[src/fls_pkg.sv]
// ============================================================
// slice constants and carriers
package fls_pkg;
   // register offsets (byte addresses)
   localparam logic [7:0] OFS_LUT_F = 8'h00;
   localparam logic [7:0] OFS_LUT_G = 8'h04;
   localparam logic [7:0] OFS_CONFIG = 8'h08;
   localparam logic [7:0] OFS_CONTROL = 8'h0c;
   localparam logic [7:0] OFS_STATUS = 8'h10;
   // field positions and reset values
   localparam int CTRL_GINIT_BIT = 0;
   localparam int LUT_MSB = 15;
   localparam logic [15:0] LUT_RESET = 16'h0000;
   localparam logic [31:0] CFG_RESET = 32'h00000000;
   localparam logic [31:0] CFG_WMASK = 32'h000fffff;
   localparam logic Q_RESET = 1'b0;
   // bus encodings
   localparam logic HRESP_OKAY = 1'b0;
   localparam int HTRANS_ACTIVE_BIT = 1;

   typedef enum logic [1:0] {LUT_LOGIC, LUT_RAM_S, LUT_RAM_D, LUT_SHIFT} fls_lut_mode_type;

   typedef struct packed {
      logic [11:0] rsvd;
      logic [1:0] dsel;
      logic inv_by;
      logic inv_sr;
      logic inv_ce;
      logic inv_clk;
      logic ce_used;
      logic init_follow;
      logic [1:0] init;
      logic [1:0] force_high;
      logic by_en;
      logic sr_en;
      logic sync_sr;
      logic latch;
      fls_lut_mode_type mode_g;
      fls_lut_mode_type mode_f;
   } fls_cfg_type;

   typedef struct packed {
      logic [23:0] rsvd;
      logic clk_level;
      logic shift_out;
      logic fx;
      logic f5;
      logic upper;
      logic lower;
      logic [1:0] q;
   } fls_status_type;

   typedef struct packed {
      logic hsel;
      logic [31:0] haddr;
      logic [1:0] htrans;
      logic hwrite;
      logic [2:0] hsize;
      logic [31:0] hwdata;
   } fls_ahb_req_type;
endpackage

[src/fls_slice.sv]
// How it works
// - two 4-input generators, two storage elements, combiners
// - any 4-input function, same read path
// - generator is logic, RAM or shift register
// - generator output feeds slice output and storage
// - five-input combiner merges generators, wide combiner merges neighbour inputs
// - storage is flip-flop or latch
// - storage data from generator or bypass input
// - clock enable active high, unused means asserted
// - force-state sets one or zero per attribute
// - upper bypass forces opposite; reset wins
// - init value follows attribute or set apart
// - set/reset synchronous or asynchronous, none/set/reset/both
// - reset beats set, clear beats preset
// - shared controls, each with own polarity
// - each generator is 16x1 RAM, synchronous write
// - RAMs combine into wider or deeper arrays
// - RAM read combinational, storage gives registered read
// - RAM write enable active high from force-state
// - dual-port 16x1 uses both generators
// - block of four slices, chains between them
// - dual-port: write port plus separate read port
// - modes ending S single-port, D dual-port
//
// The register addresses and register access over AHB-Lite were decided locally.
`timescale 1ns/1ps
module fls_slice (
   // system
   input wire logic clock,
   input wire logic srst,
   input wire logic clken,
   // register bus
   input wire fls_pkg::fls_ahb_req_type ahb,
   input wire logic hready,
   output logic hreadyout,
   output logic hresp,
   output logic [31:0] hrdata,
   // slice inputs
   input wire logic [3:0] f_in,
   input wire logic [3:0] g_in,
   input wire logic bypass_in_lower,
   input wire logic bypass_in_upper,
   input wire logic force_state_input,
   input wire logic slice_clk,
   input wire logic slice_ce,
   input wire logic [1:0] fx_in,
   // slice outputs
   output logic out_lower,
   output logic out_upper,
   output logic q_lower,
   output logic q_upper,
   output logic f5_out,
   output logic fx_out,
   output logic shift_out
);
   import fls_pkg::*;

   // ============================================================
   // bus slave
   logic dp_valid;
   logic dp_write;
   logic [7:0] dp_addr;
   fls_cfg_type cfg;
   fls_status_type status;
   logic [31:0] rd_word;
   logic [15:0] lut [2];
   logic q_r [2];

   wire addr_take = ahb.hsel & hready & ahb.htrans[HTRANS_ACTIVE_BIT];
   wire wr_now = clken & dp_valid & dp_write;
   wire wr_lut_f = wr_now & (dp_addr == OFS_LUT_F);
   wire wr_lut_g = wr_now & (dp_addr == OFS_LUT_G);
   wire wr_cfg = wr_now & (dp_addr == OFS_CONFIG);
   wire wr_ctrl = wr_now & (dp_addr == OFS_CONTROL);
   wire ginit = wr_ctrl & ahb.hwdata[CTRL_GINIT_BIT];
   wire [1:0] bus_wr = {wr_lut_g, wr_lut_f};

   assign hreadyout = clken;
   assign hresp = HRESP_OKAY;

   always_ff @(posedge clock) begin
      if (srst) begin
         dp_valid <= 1'b0;
         dp_write <= 1'b0;
         dp_addr <= 8'h00;
      end else if (clken && hready) begin
         dp_valid <= addr_take;
         dp_write <= ahb.hwrite;
         dp_addr <= ahb.haddr[7:0];
      end
   end

   always_comb begin
      rd_word = 32'h00000000;
      if (ahb.haddr[7:0] == OFS_LUT_F) begin
         rd_word = {16'h0000, lut[0]};
      end else if (ahb.haddr[7:0] == OFS_LUT_G) begin
         rd_word = {16'h0000, lut[1]};
      end else if (ahb.haddr[7:0] == OFS_CONFIG) begin
         rd_word = cfg;
      end else if (ahb.haddr[7:0] == OFS_STATUS) begin
         rd_word = status;
      end
   end

   always_ff @(posedge clock) begin
      if (srst) begin
         hrdata <= 32'h00000000;
      end else if (clken && addr_take && !ahb.hwrite) begin
         hrdata <= rd_word;
      end
   end

   // configuration, reserved bits kept at zero
   always_ff @(posedge clock) begin
      if (srst) begin
         cfg <= CFG_RESET;
      end else if (wr_cfg) begin
         cfg <= ahb.hwdata & CFG_WMASK;
      end
   end

   // ============================================================
   // shared slice controls
   logic clk_prev;
   wire clk_act = slice_clk ^ cfg.inv_clk;
   wire clk_edge = clk_act & ~clk_prev;
   wire ce_eff = ~cfg.ce_used | (slice_ce ^ cfg.inv_ce);
   wire sr_act = cfg.sr_en & (force_state_input ^ cfg.inv_sr);
   wire by_act = cfg.sr_en & cfg.by_en & (bypass_in_upper ^ cfg.inv_by);
   wire ram_we = force_state_input ^ cfg.inv_sr;
   wire ram_tick = clk_edge & ce_eff & ram_we;
   wire shift_tick = clk_edge & ce_eff;

   always_ff @(posedge clock) begin
      if (srst) begin
         clk_prev <= 1'b0;
      end else if (clken) begin
         clk_prev <= clk_act;
      end
   end

   // ============================================================
   // function generators and storage elements
   fls_lut_mode_type mode [2];
   logic [15:0] next_lut [2];
   logic next_q [2];
   wire [3:0] rd_addr [2];
   wire [3:0] wr_addr [2];
   wire [1:0] data_in;
   wire [1:0] shift_in;
   wire [1:0] bypass = {bypass_in_upper, bypass_in_lower};
   wire [1:0] lut_out;
   wire [1:0] d_v;
   wire [1:0] set_v;
   wire [1:0] rst_v;
   wire [1:0] init_v;
   wire [1:0] capture;

   assign mode[0] = cfg.mode_f;
   assign mode[1] = cfg.mode_g;
   assign rd_addr[0] = f_in;
   assign rd_addr[1] = g_in;
   assign wr_addr[0] = f_in;
   assign wr_addr[1] = (cfg.mode_g == LUT_RAM_D) ? f_in : g_in;
   assign data_in[0] = bypass_in_lower;
   assign data_in[1] = (cfg.mode_g == LUT_RAM_D) ? bypass_in_lower : bypass_in_upper;
   assign shift_in[0] = bypass_in_lower;
   // generators chain when both shift
   assign shift_in[1] = (cfg.mode_f == LUT_SHIFT) ? lut[0][LUT_MSB] : bypass_in_upper;

   for (genvar i = 0; i < 2; i++) begin : g_elem
      // one read path for every mode and function
      assign lut_out[i] = lut[i][rd_addr[i]];
      assign d_v[i] = cfg.dsel[i] ? bypass[i] : lut_out[i];
      assign set_v[i] = (sr_act & cfg.force_high[i]) | (by_act & ~cfg.force_high[i]);
      assign rst_v[i] = (sr_act & ~cfg.force_high[i]) | (by_act & cfg.force_high[i]);
      assign init_v[i] = cfg.init_follow ? cfg.force_high[i] : cfg.init[i];
      assign capture[i] = ce_eff & (cfg.latch ? clk_act : clk_edge);

      always_comb begin
         next_lut[i] = lut[i];
         if (bus_wr[i]) begin
            next_lut[i] = ahb.hwdata[15:0];
         end else if ((mode[i] == LUT_RAM_S || mode[i] == LUT_RAM_D) && ram_tick) begin
            next_lut[i][wr_addr[i]] = data_in[i];
         end else if (mode[i] == LUT_SHIFT && shift_tick) begin
            next_lut[i] = {lut[i][14:0], shift_in[i]};
         end
      end

      always_comb begin
         next_q[i] = q_r[i];
         if (ginit) begin
            next_q[i] = init_v[i];
         end else if (!cfg.sync_sr && rst_v[i]) begin
            next_q[i] = 1'b0;
         end else if (!cfg.sync_sr && set_v[i]) begin
            next_q[i] = 1'b1;
         end else if (capture[i]) begin
            if (cfg.sync_sr && rst_v[i]) begin
               next_q[i] = 1'b0;
            end else if (cfg.sync_sr && set_v[i]) begin
               next_q[i] = 1'b1;
            end else begin
               next_q[i] = d_v[i];
            end
         end
      end

      always_ff @(posedge clock) begin
         if (srst) begin
            lut[i] <= LUT_RESET;
         end else if (clken) begin
            lut[i] <= next_lut[i];
         end
      end

      always_ff @(posedge clock) begin
         if (srst) begin
            q_r[i] <= Q_RESET;
         end else if (clken) begin
            q_r[i] <= next_q[i];
         end
      end
   end

   // ============================================================
   // combiners and outputs
   assign out_lower = lut_out[0];
   assign out_upper = lut_out[1];
   // lower bypass picks a generator: five-input function or 32-deep RAM
   assign f5_out = bypass_in_lower ? lut_out[0] : lut_out[1];
   // neighbour slices feed the wide combiner across the block
   assign fx_out = bypass_in_upper ? fx_in[1] : fx_in[0];
   assign shift_out = lut[1][LUT_MSB];
   assign q_lower = q_r[0];
   assign q_upper = q_r[1];

   always_comb begin
      status = '0;
      status.q = {q_r[1], q_r[0]};
      status.lower = lut_out[0];
      status.upper = lut_out[1];
      status.f5 = f5_out;
      status.fx = fx_out;
      status.shift_out = shift_out;
      status.clk_level = clk_act;
   end

   wire f_is_ram = (cfg.mode_f == LUT_RAM_S) || (cfg.mode_f == LUT_RAM_D);
endmodule // fls_slice

[config.mk]
export PLATFORM = sky130hd
export DESIGN_NAME = fls_slice
export DESIGN_NICKNAME = d
export VERILOG_FILES = /design/src/fls_pkg.sv /design/src/fls_slice.sv
export SDC_FILE = /design/constraint.sdc
export NUM_CORES = 1
export LEC_CHECK = 0
export CAP_MARGIN = 20
export CORE_UTILIZATION = 47
export DETAILED_ROUTE_END_ITERATION = 12
export DONT_BUFFER_PORTS = 1
export HOLD_SLACK_MARGIN = 0.12
export PLACE_DENSITY = 0.67
export SYNTH_ARGS = -nofsm -noshare
export SYNTH_HDL_FRONTEND = slang
export SYNTH_SLANG_ARGS = --single-unit
[constraint.sdc]
create_clock -name clock -period 3.3 [get_ports clock]
set_clock_uncertainty 0.1 [all_clocks]
set_input_delay 0.33 -clock clock [delete_from_list [all_inputs] [get_ports clock]]
set_output_delay 0.33 -clock clock [all_outputs]
set_load 0.01 [all_outputs]
==> summary.json, run 1 <==
{
  "routabilityCongestion": 0.9404,
  "critical_path.startpoint_type": "flip-flop",
  "grt_overflow": 0,
  "post_cts.repair.setup_buffers": 0,
  "critical_path.slowest_cell": "edfxtp_1",
  "clock_latency_ps": 340,
  "grt_pass1_wl_mm": 26.05,
  "ys_top_cells_by_area": "dfxtp_1 (19%), edfxtp_1 (19%), mux2i_1 (9.8%), nand2_1 (5.6%), a21oi_1 (5.0%)",
  "yosys-top-cells-count": "nand2_1 (81), nor2_1 (72), a21oi_1 (54), mux2i_1 (53), dfxtp_1 (51)",
  "cts_resized": 0,
  "holdBufCountCts": 31,
  "dp_hpwl_mm": 12.36,
  "clk_pin_slew_ps": 60,
  "yosys_warnings": 0,
  "post_layout_min_period_ps": 2694,
  "vias_per_cell": 6.450,
  "crit_type": "flip-flop to primary output",
  "crit_path_frequent_cell": "mux2i_1",
  "grt_pass1_vias": 4585,
  "min_path_type": "input port to flip-flop",
  "violation_count_after_the_first_detailed_routing_iteration": 518,
  "first_pass_iters": 6,
  "synth.ff_latch_count": 85,
  "routed_wire_length_per_instance_um": 22.57,
  "grt_setup_unrepaired": "false",
  "cells_after_synth": 613,
  "design.portCount": 131,
  "finalWorstSetupSlack_ps": 606.1,
  "worst_path_cell_chain": "mux4_2 > mux2i_1 > mux2i_1 > mux2_2",
  "seq_area_frac_synth_pct": 37.53,
  "floorplan.die.height_um": 109.6,
  "start_util_pct": 49.11,
  "crit_path_max_fanout": 4,
  "final_antenna_net_count": 0,
  "synth.largest_area_cell": "dfxtp_1",
  "count_of_max_cap_constraint_violations": 0,
  "hold_viol_final": 0,
  "detailroute.via_count": 4947,
  "detailedPlace.worstSlack_ps": 632.4,
  "max_stage_delay_ps": 500,
  "tritoncts": "done",
  "drive_above_1_share_pct": 10.24,
  "area_of_the_die_mm2": 0.01201,
  "die_width_um": 109.6,
  "drcViolationCount": 0,
  "synth_most_common_cell": "nand2_1",
  "vdd_ir_drop_max_uv": 204.8,
  "leakage_nw": 2.208,
  "number_of_nets_in_the_layout": 713,
  "cts_sinks": 85,
  "run_status": "finished, final reports clean",
  "largest_net_degree_at_the_start_of_global_routing": 52,
  "finalWirelength_mm": 17.31,
  "grt_antenna_before_repair": 2,
  "post-route-period-util_pct": 81.63,
  "synth.top_cell.area_share_pct": 18.77,
  "setup_violations": 0,
  "critical_path.endpoint_type": "primary output",
  "fmax_ghz": 0.3712,
  "post_synth_edffs": 34,
  "cp_data_required_time_ps": 2870,
  "ys_async_sr_fraction_pct": 0,
  "number_of_different_library_cells_in_the_post_synthesis_netlist": 61,
  "worstMarginPinSlew_ps": 973.6,
  "total_power_divided_by_cell_area_mw_per_mm2": 409.7,
  "data_arrival_time_of_the_critical_path_ps": 2260,
  "tns_ps": 0,
  "synthToLayoutAreaGrowth_pct": 11.20,
  "gr-usage-all-layers_pct": 29.72,
  "timing_max_transition_violations_final": 0,
  "clk_path_buf_depth": 2,
  "num_rows": 38,
  "numPortBuffers": 0,
  "cts_root_buf": "clkbuf_16",
  "htreeDepth": 3,
  "syn_avg_cell_area_um2": 8.875,
  "syn-cell-area_mm2": 0.005440,
  "cts_buffers": 9,
  "synth_top_flop_cell": "dfxtp_1",
  "slew_headroom_pct": 34.61,
  "core_area_mm2": 0.01108
}
registers in the layout, summed over array words and instances, names as in the netlist:
| register | count |
|---|---|
| clk_prev | 1 |
| dp_addr | 8 |
| lut | 32 |
| hrdata | 20 |
| dp_valid | 1 |
| dp_write | 1 |
| cfg | 20 |
| q_r | 2 |
metal layers:
metal	track usage, %	vias up	routed length (µm)
met5	0	-	0
met1	36.90	2395	6718
met4	14.10	0	632
met2	47.57	278	8052
met3	8.358	47	1910
li1	-	2227	-
layout make-up:
type,instances,area (µm²)
clock buffer,13,261.5
timing repair buffer,41,395.4
antenna,2,5.005
sequential,85,2042
fill,1015,5029
tap,140,175.2
inverter,6,22.52
multi-input combinational,477,3128
clock inverter,3,20.02
cell families (layout without fill, tap and decap cells):
family / count (synthesis) / count (layout) / share of synthesized area (%)
compound gates: 165 / 165 / 20.68
xor+xnor: 4 / 4 / 0.6441
fa+ha+maj: 3 / 3 / 0.6900
buf+inv: 63 / 63 / 5.888
flops: 85 / 85 / 37.53
mux: 72 / 72 / 15.13
other cells: 1 / 15 / 0.06893
simple gates: 220 / 220 / 19.37
placed cells by master, fill, tap and decap left out, types with 7 or more instances in the layout:
master and instances:
nor2_1 72, nor2b_1 10, a22oi_1 12, o21ai_0 37, dlygate4sd3_1 30, a211oi_2 10
mux4_2 7, dfxtp_1 51, edfxtp_1 34, nor3_1 8, mux2i_1 53, mux2_2 12
clkbuf_16 10, nand3_1 11, nand2_1 81, a21oi_1 54, buf_4 10, conb_1 13
nand2b_1 7, a22o_1 16
stage by stage:
stage | area [µm²] | instances | util, % | hold slack [ps] | total power, W
CTS | 6037 | 764 | 54.50 | 138.8 | 0.002467
floorplan | 5485 | 625 | - | 325.6 | 0.001414
finish | 6050 | 767 | 54.61 | 149.4 | 0.002478
detailed placement | 5435 | 717 | 49.06 | 303.4 | 0.001451
global route | 6050 | 767 | 54.61 | 155.0 | 0.002553
global placement | 5435 | 717 | 49.06 | 301.0 | 0.001445
worst paths after layout:
kind / startpoint / end / slack (ps) / depth (start not counted)
worst max-delay path: lut[1][3] / f5_out / 610 / 4
worst min-delay path: ahb[39] / hrdata[4] / 150 / 3
worst max register to register: cfg[3] / lut[1][3] / 650 / 7
worst min register to register: dp_addr[7] / dp_addr[7] / 360 / 2
where the power goes:
part           switching [W]  leakage (nW)  internal (W)
registers          0.0000625         0.769       0.00114
clock network       0.000423         0.139      0.000558
logic               0.000165          1.30      0.000130
worst max-delay path, delay by kind of cell (launching register included):
| kind | cells | cell delay [ps] |
|---|---|---|
| mux | 4 | 1420 |
| flops | 1 | 500 |
No activity file was read; power rests on OpenSTA's default activity.
==> inputs of run 2 (changes only) <==
- clock period: 3.3 -> 2.55 ns (I/O delays scaled with it)
==> run 2 against run 1 <==
  * Cell area up 4.1%
  * Sequential share of layout area shrank 1.3 points
  * Largest cell class unchanged
  * Register-to-register slack lost 430 ps
  * Critical endpoint unchanged
  * Final cell count is 2.7% higher
  * Non-clock buffer count rose by 23
  * Global-route usage increased by 0.86 points
==> summary.json, run 2 (synthesis results as in run 1) <==
{
  "slew_headroom_pct": 50.86,
  "cts_root_buf": "clkbuf_16",
  "min_delay_path_depth": 4,
  "final_cell_mix": "nand2_1 (81), nor2_1 (71), a21oi_1 (54)",
  "crit_type": "flip-flop to primary output",
  "clock_latency_ps": 360,
  "critical_path.startpoint_type": "flip-flop",
  "r2r.worst_path.cells": 6,
  "vdd_ir_drop_max_uv": 382.3,
  "place.detailed.instances": 739,
  "grt_setup_unrepaired": "false",
  "seq_area_mm2": 0.002042,
  "start_util_pct": 49.11,
  "fmax_ghz": 0.4008,
  "tns_ps": 0,
  "total_power_divided_by_cell_area_mw_per_mm2": 545.5,
  "cts_sinks": 85,
  "data_arrival_time_of_the_critical_path_ps": 2140,
  "core_area_mm2": 0.01108,
  "clk_path_buf_depth": 2,
  "biggestRegsByFlops": "lut (32), cfg (20), hrdata (20)",
  "post-route-period-util_pct": 97.85,
  "crit_path_max_fanout": 4,
  "run_status": "finished, final reports clean",
  "multi_input_comb_area_mm2": 0.003139,
  "timing.hold.worst.start": "ahb[37]",
  "drive_above_1_share_pct": 13.89,
  "timing.rr.start": "lut[1][11]",
  "largest_register_ff_count": 32,
  "setup_violations": 0,
  "fin_cells": 788,
  "synthToLayoutAreaGrowth_pct": 15.75,
  "hold_path_end": "dp_valid",
  "final_common_cell": "nand2_1",
  "area_of_the_die_mm2": 0.01201,
  "timing.reg2reg.setup_slack_ps": 220,
  "drcViolationCount": 0,
  "die_width_um": 109.6,
  "detailedPlace.worstSlack_ps": 146.6,
  "num_rows": 38,
  "critical_path.endpoint_type": "primary output",
  "hold_viol_final": 0,
  "htreeDepth": 3,
  "n_antenna_cell": 0,
  "detailroute.via_count": 4976,
  "grt_pass1_vias": 4645,
  "largest_net_degree_at_the_start_of_global_routing": 53,
  "routabilityCongestion": 0.9728,
  "count_of_max_cap_constraint_violations": 0,
  "cp_data_required_time_ps": 2190,
  "design.portCount": 131,
  "post_layout_min_period_ps": 2495,
  "first_pass_iters": 6,
  "grt_pass1_wl_mm": 26.57,
  "finalWorstSetupSlack_ps": 54.81,
  "vias_per_cell": 6.315,
  "grt_antenna_before_repair": 0,
  "clk_pin_slew_ps": 70,
  "final_antenna_net_count": 0,
  "number_of_nets_in_the_layout": 736,
  "leakage_nw": 2.343,
  "gr-usage-all-layers_pct": 30.59,
  "dp_hpwl_mm": 12.66,
  "routed_wire_length_per_instance_um": 22.62,
  "grt_overflow": 0,
  "floorplan.die.height_um": 109.6,
  "min_path_type": "input port to flip-flop",
  "finalWirelength_mm": 17.83,
  "nFillCells": 970,
  "cts_buffers": 9,
  "tritoncts": "done",
  "worstMarginPinSlew_ps": 732.6,
  "finalPower_w": 0.003435,
  "registers.top_by_ff_count": "lut",
  "timing_max_transition_violations_final": 0,
  "numPortBuffers": 0,
  "violation_count_after_the_first_detailed_routing_iteration": 478,
  "worst_r2r_endpoint": "q_r[1]"
}
run 2: cell types whose count changed in the layout (fill, tap and decap cells not counted), sizes merged:
cell	change
buf	+21
diode	-2
clkbuf	-3
bufinv	+2
dlygate4sd3	+2
clkinvlp	+1
run 2: worst max-delay path by stage:
stage / slack (ps) / cells past startpoint / to / start
6_report: 50 / 4 / f5_out / lut[0][8]
5_1_grt: 30 / 4 / f5_out / lut[1][11]
4_1_cts: 70 / 4 / f5_out / lut[0][8]
3_5_place_dp: 150 / 7 / lut[1][3] / cfg[3]
3_3_place_gp: 180 / 7 / lut[1][3] / cfg[3]
2_1_floorplan: 140 / 6 / lut[0][0] / dp_addr[7]
run 2: where the power goes:
part           switching, W  internal (W)
Combinational      0.000241      0.000196
Clock              0.000592      0.000869
Sequential        0.0000643       0.00147
Total              0.000897       0.00254
run 2: stage by stage:
step | util (%) | hold WS (ps) | instance area (µm²)
global placement | 50.75 | 227.3 | 5622
global route | 56.84 | 133.5 | 6297
finish | 56.84 | 119.7 | 6297
CTS | 56.82 | 120.8 | 6295
detailed placement | 50.75 | 226.8 | 5622
floorplan | - | 250.6 | 5494
run 2: what timing repair did:
item	CTS	global route
buffers inserted	0	0
endpoints found under the setup margin	0	5
gates resized for setup	0	1
endpoints found under the hold margin	85	0
hold buffers	33	0
run 2: cell type report:
| cell class | instances | share of cell area (%) |
|---|---|---|
| well taps | 140 | 2.782 |
| inverters | 6 | 0.3576 |
| clock inverters | 6 | 1.530 |
| repair buffers | 64 | 9.418 |
| clock buffers | 10 | 3.636 |
| flip-flops and latches | 85 | 32.43 |
| multi-input cells | 477 | 49.85 |
run 2: per-layer routing:
layer / wire, µm / GRT usage, % / vias to the layer above
met1: 7372 / 39.08 / 2398
li1: - / - / 2279
met4: 532 / 12.76 / 0
met3: 1513 / 7.647 / 45
met5: 0 / 0 / -
met2: 8407 / 49.15 / 254
run 2: worst max-delay path: stages, from the launching register on:
cell      delay [ps]
edfxtp_1         440
mux4_2           270
o22ai_1           90
o31ai_2          610
mux2_2           370
==> inputs of run 3 (changes only) <==
- CORE_UTILIZATION: 47 -> 64
- PLACE_DENSITY: 0.67 -> 0.85
==> run 3 against run 2 <==
  * Sequential power is essentially flat
  * Combinational power shrank 3%
  * Routed wire length shrank 2.3%
  * Power shrank 13%
  * First-iteration DRC count grew 37%
  * Final cell count shrank 4.8%
  * Fmax grew 0.23%
  * Sequential share of layout area grew 0.90 points
  * Critical path type unchanged
==> summary.json, run 3 (synthesis results as in run 1) <==
{
  "run_status": "finished, final reports clean",
  "post-route-period-util_pct": 97.62,
  "core_area_mm2": 0.008217,
  "first_pass_iters": 7,
  "grt_antenna_before_repair": 0,
  "final_common_cell": "nand2_1",
  "critical_path.n_buffers_inverters": 0,
  "violation_count_after_the_first_detailed_routing_iteration": 653,
  "timing.critical_path.max_delay_family": "multiplexers",
  "cts_sinks": 85,
  "drcViolationCount": 0,
  "clock_latency_ps": 370,
  "tns_ps": 0,
  "slew_headroom_pct": 56.79,
  "critical_path.slowest_cell": "edfxtp_1",
  "grt_pass1_vias": 4737,
  "largest_net_degree_at_the_start_of_global_routing": 53,
  "hold_viol_final": 0,
  "nFillCells": 595,
  "num_rows": 33,
  "hold_slack_ps": 128.5,
  "grt_setup_unrepaired": "false",
  "max_stage_delay_ps": 510,
  "area_of_the_die_mm2": 0.008873,
  "cts_buffers": 9,
  "power.switching_fraction_pct": 28.35,
  "worstMarginPinSlew_ps": 648.1,
  "biggestRegsByFlops": "lut (32), cfg (20), hrdata (20)",
  "die_width_um": 94.20,
  "placedInstanceArea_mm2": 0.005533,
  "min_path_type": "input port to flip-flop",
  "vias_per_cell": 6.869,
  "grt_pass1_wl_mm": 26.04,
  "number_of_nets_in_the_layout": 732,
  "timing_max_transition_violations_final": 0,
  "vdd_ir_drop_max_uv": 398.0,
  "seq_area_mm2": 0.002042,
  "start_util_pct": 66.21,
  "clk_path_buf_depth": 2,
  "routed_wire_length_per_instance_um": 23.21,
  "setup_violations": 0,
  "power.sequential.fraction_pct": 51.5,
  "count_of_max_cap_constraint_violations": 0,
  "total_power_divided_by_cell_area_mw_per_mm2": 488.4,
  "gr-usage-all-layers_pct": 39.85,
  "critical_path.startpoint_type": "flip-flop",
  "detailroute.via_count": 5152,
  "worst_path_cell_chain": "mux4_2 > a22oi_2 > o31ai_4 > mux2_2",
  "p_int_w": 0.002144,
  "routabilityCongestion": 0.9774,
  "cts_root_buf": "clkbuf_8",
  "registers.top_by_ff_count": "lut",
  "share_clk_of_total_power_pct": 34.3,
  "dp_hpwl_mm": 12.23,
  "crit_path_max_fanout": 4,
  "multi_input_comb_area_mm2": 0.003158,
  "cp_data_required_time_ps": 2190,
  "data_arrival_time_of_the_critical_path_ps": 2130,
  "numPortBuffers": 0,
  "largest_register_ff_count": 32,
  "synthToLayoutAreaGrowth_pct": 12.63,
  "final_antenna_net_count": 0,
  "post_layout_min_period_ps": 2489,
  "final_design_area_no_fill_mm2": 0.006127,
  "floorplan.die.height_um": 94.20,
  "design.portCount": 131,
  "crit_type": "flip-flop to primary output",
  "final_cell_mix": "nand2_1 (81), nor2_1 (71), a21oi_1 (54)",
  "htreeDepth": 3,
  "fmax_ghz": 0.4017,
  "power.share.combinational_pct": 14.2,
  "leakage_nw": 2.277,
  "critical_path.endpoint_type": "primary output",
  "clk_pin_slew_ps": 100,
  "drive_above_1_share_pct": 13.51,
  "tritoncts": "done",
  "power.switching_w": 0.0008484,
  "finalWirelength_mm": 17.41,
  "grt_overflow": 0,
  "finalPower_w": 0.002993,
  "utilization_pct": 74.57
}
## run 3: cell types whose count changed in the layout (fill, tap and decap cells not counted), moves of 2 or more
cell / delta
bufinv_16: -2
dlygate4sd3_1: +2
clkbuf_8: +9
clkbuf_16: -7
buf_4: -6
inv_6: +2
## run 3: what timing repair did
action,CTS,global route
hold endpoints to repair,85,0
gates resized for setup,0,5
hold buffers,35,0
endpoints found under the setup margin,0,5
setup buffers,0,0
## run 3: path summary, 6_finish.rpt
check             slack [ps]      start  cells past startpoint        to
setup / recovery          60  lut[0][4]                      4    f5_out
hold / removal           130       srst                      3    q_r[1]
setup reg to reg         220  lut[0][4]                      5    q_r[0]
hold reg to reg          360   dp_write                      2  dp_write
## run 3: cell type report
type | count | area share [%]
sequential | 85 | 33.33
timing repair buffer | 60 | 9.148
inverter | 6 | 0.3676
tap | 105 | 2.144
antenna | 1 | 0.04084
clock inverter | 4 | 0.5309
multi-input combinational | 477 | 51.54
clock buffer | 12 | 2.900
## run 3: power groups by stage
stage | combinational [W] | sequential [W] | clock (W)
after floorplan | 0.000286 | 0.00154 | 0
after global placement | 0.000314 | 0.00157 | 0
after detailed placement | 0.000322 | 0.00157 | 0
after CTS | 0.000404 | 0.00154 | 0.00101
after global routing | 0.000449 | 0.00155 | 0.00107
final | 0.000425 | 0.00154 | 0.00103
## run 3: worst register-to-register path: stages (launching register included)
cell       delay, ps
edfxtp_1         510
mux4_2           500
a22oi_2          220
o31ai_4          180
a2111oi_1        450
a2111oi_2        100
## run 3: layer usage
| layer | global-route usage [%] | share of wire [%] |
|---|---|---|
| met1 | 50.08 | 37 |
| met2 | 64.61 | 47 |
| met3 | 10.03 | 12 |
| met4 | 16.79 | 4.6 |
| met5 | 0 | 0 |
## run 3: through the flow
stage,instances,setup WS [ps]
after floorplan,625,136.2
after global placement,698,242.8
after detailed placement,698,182.6
after CTS,749,55.25
after global routing,749,32.47
final,750,60.64
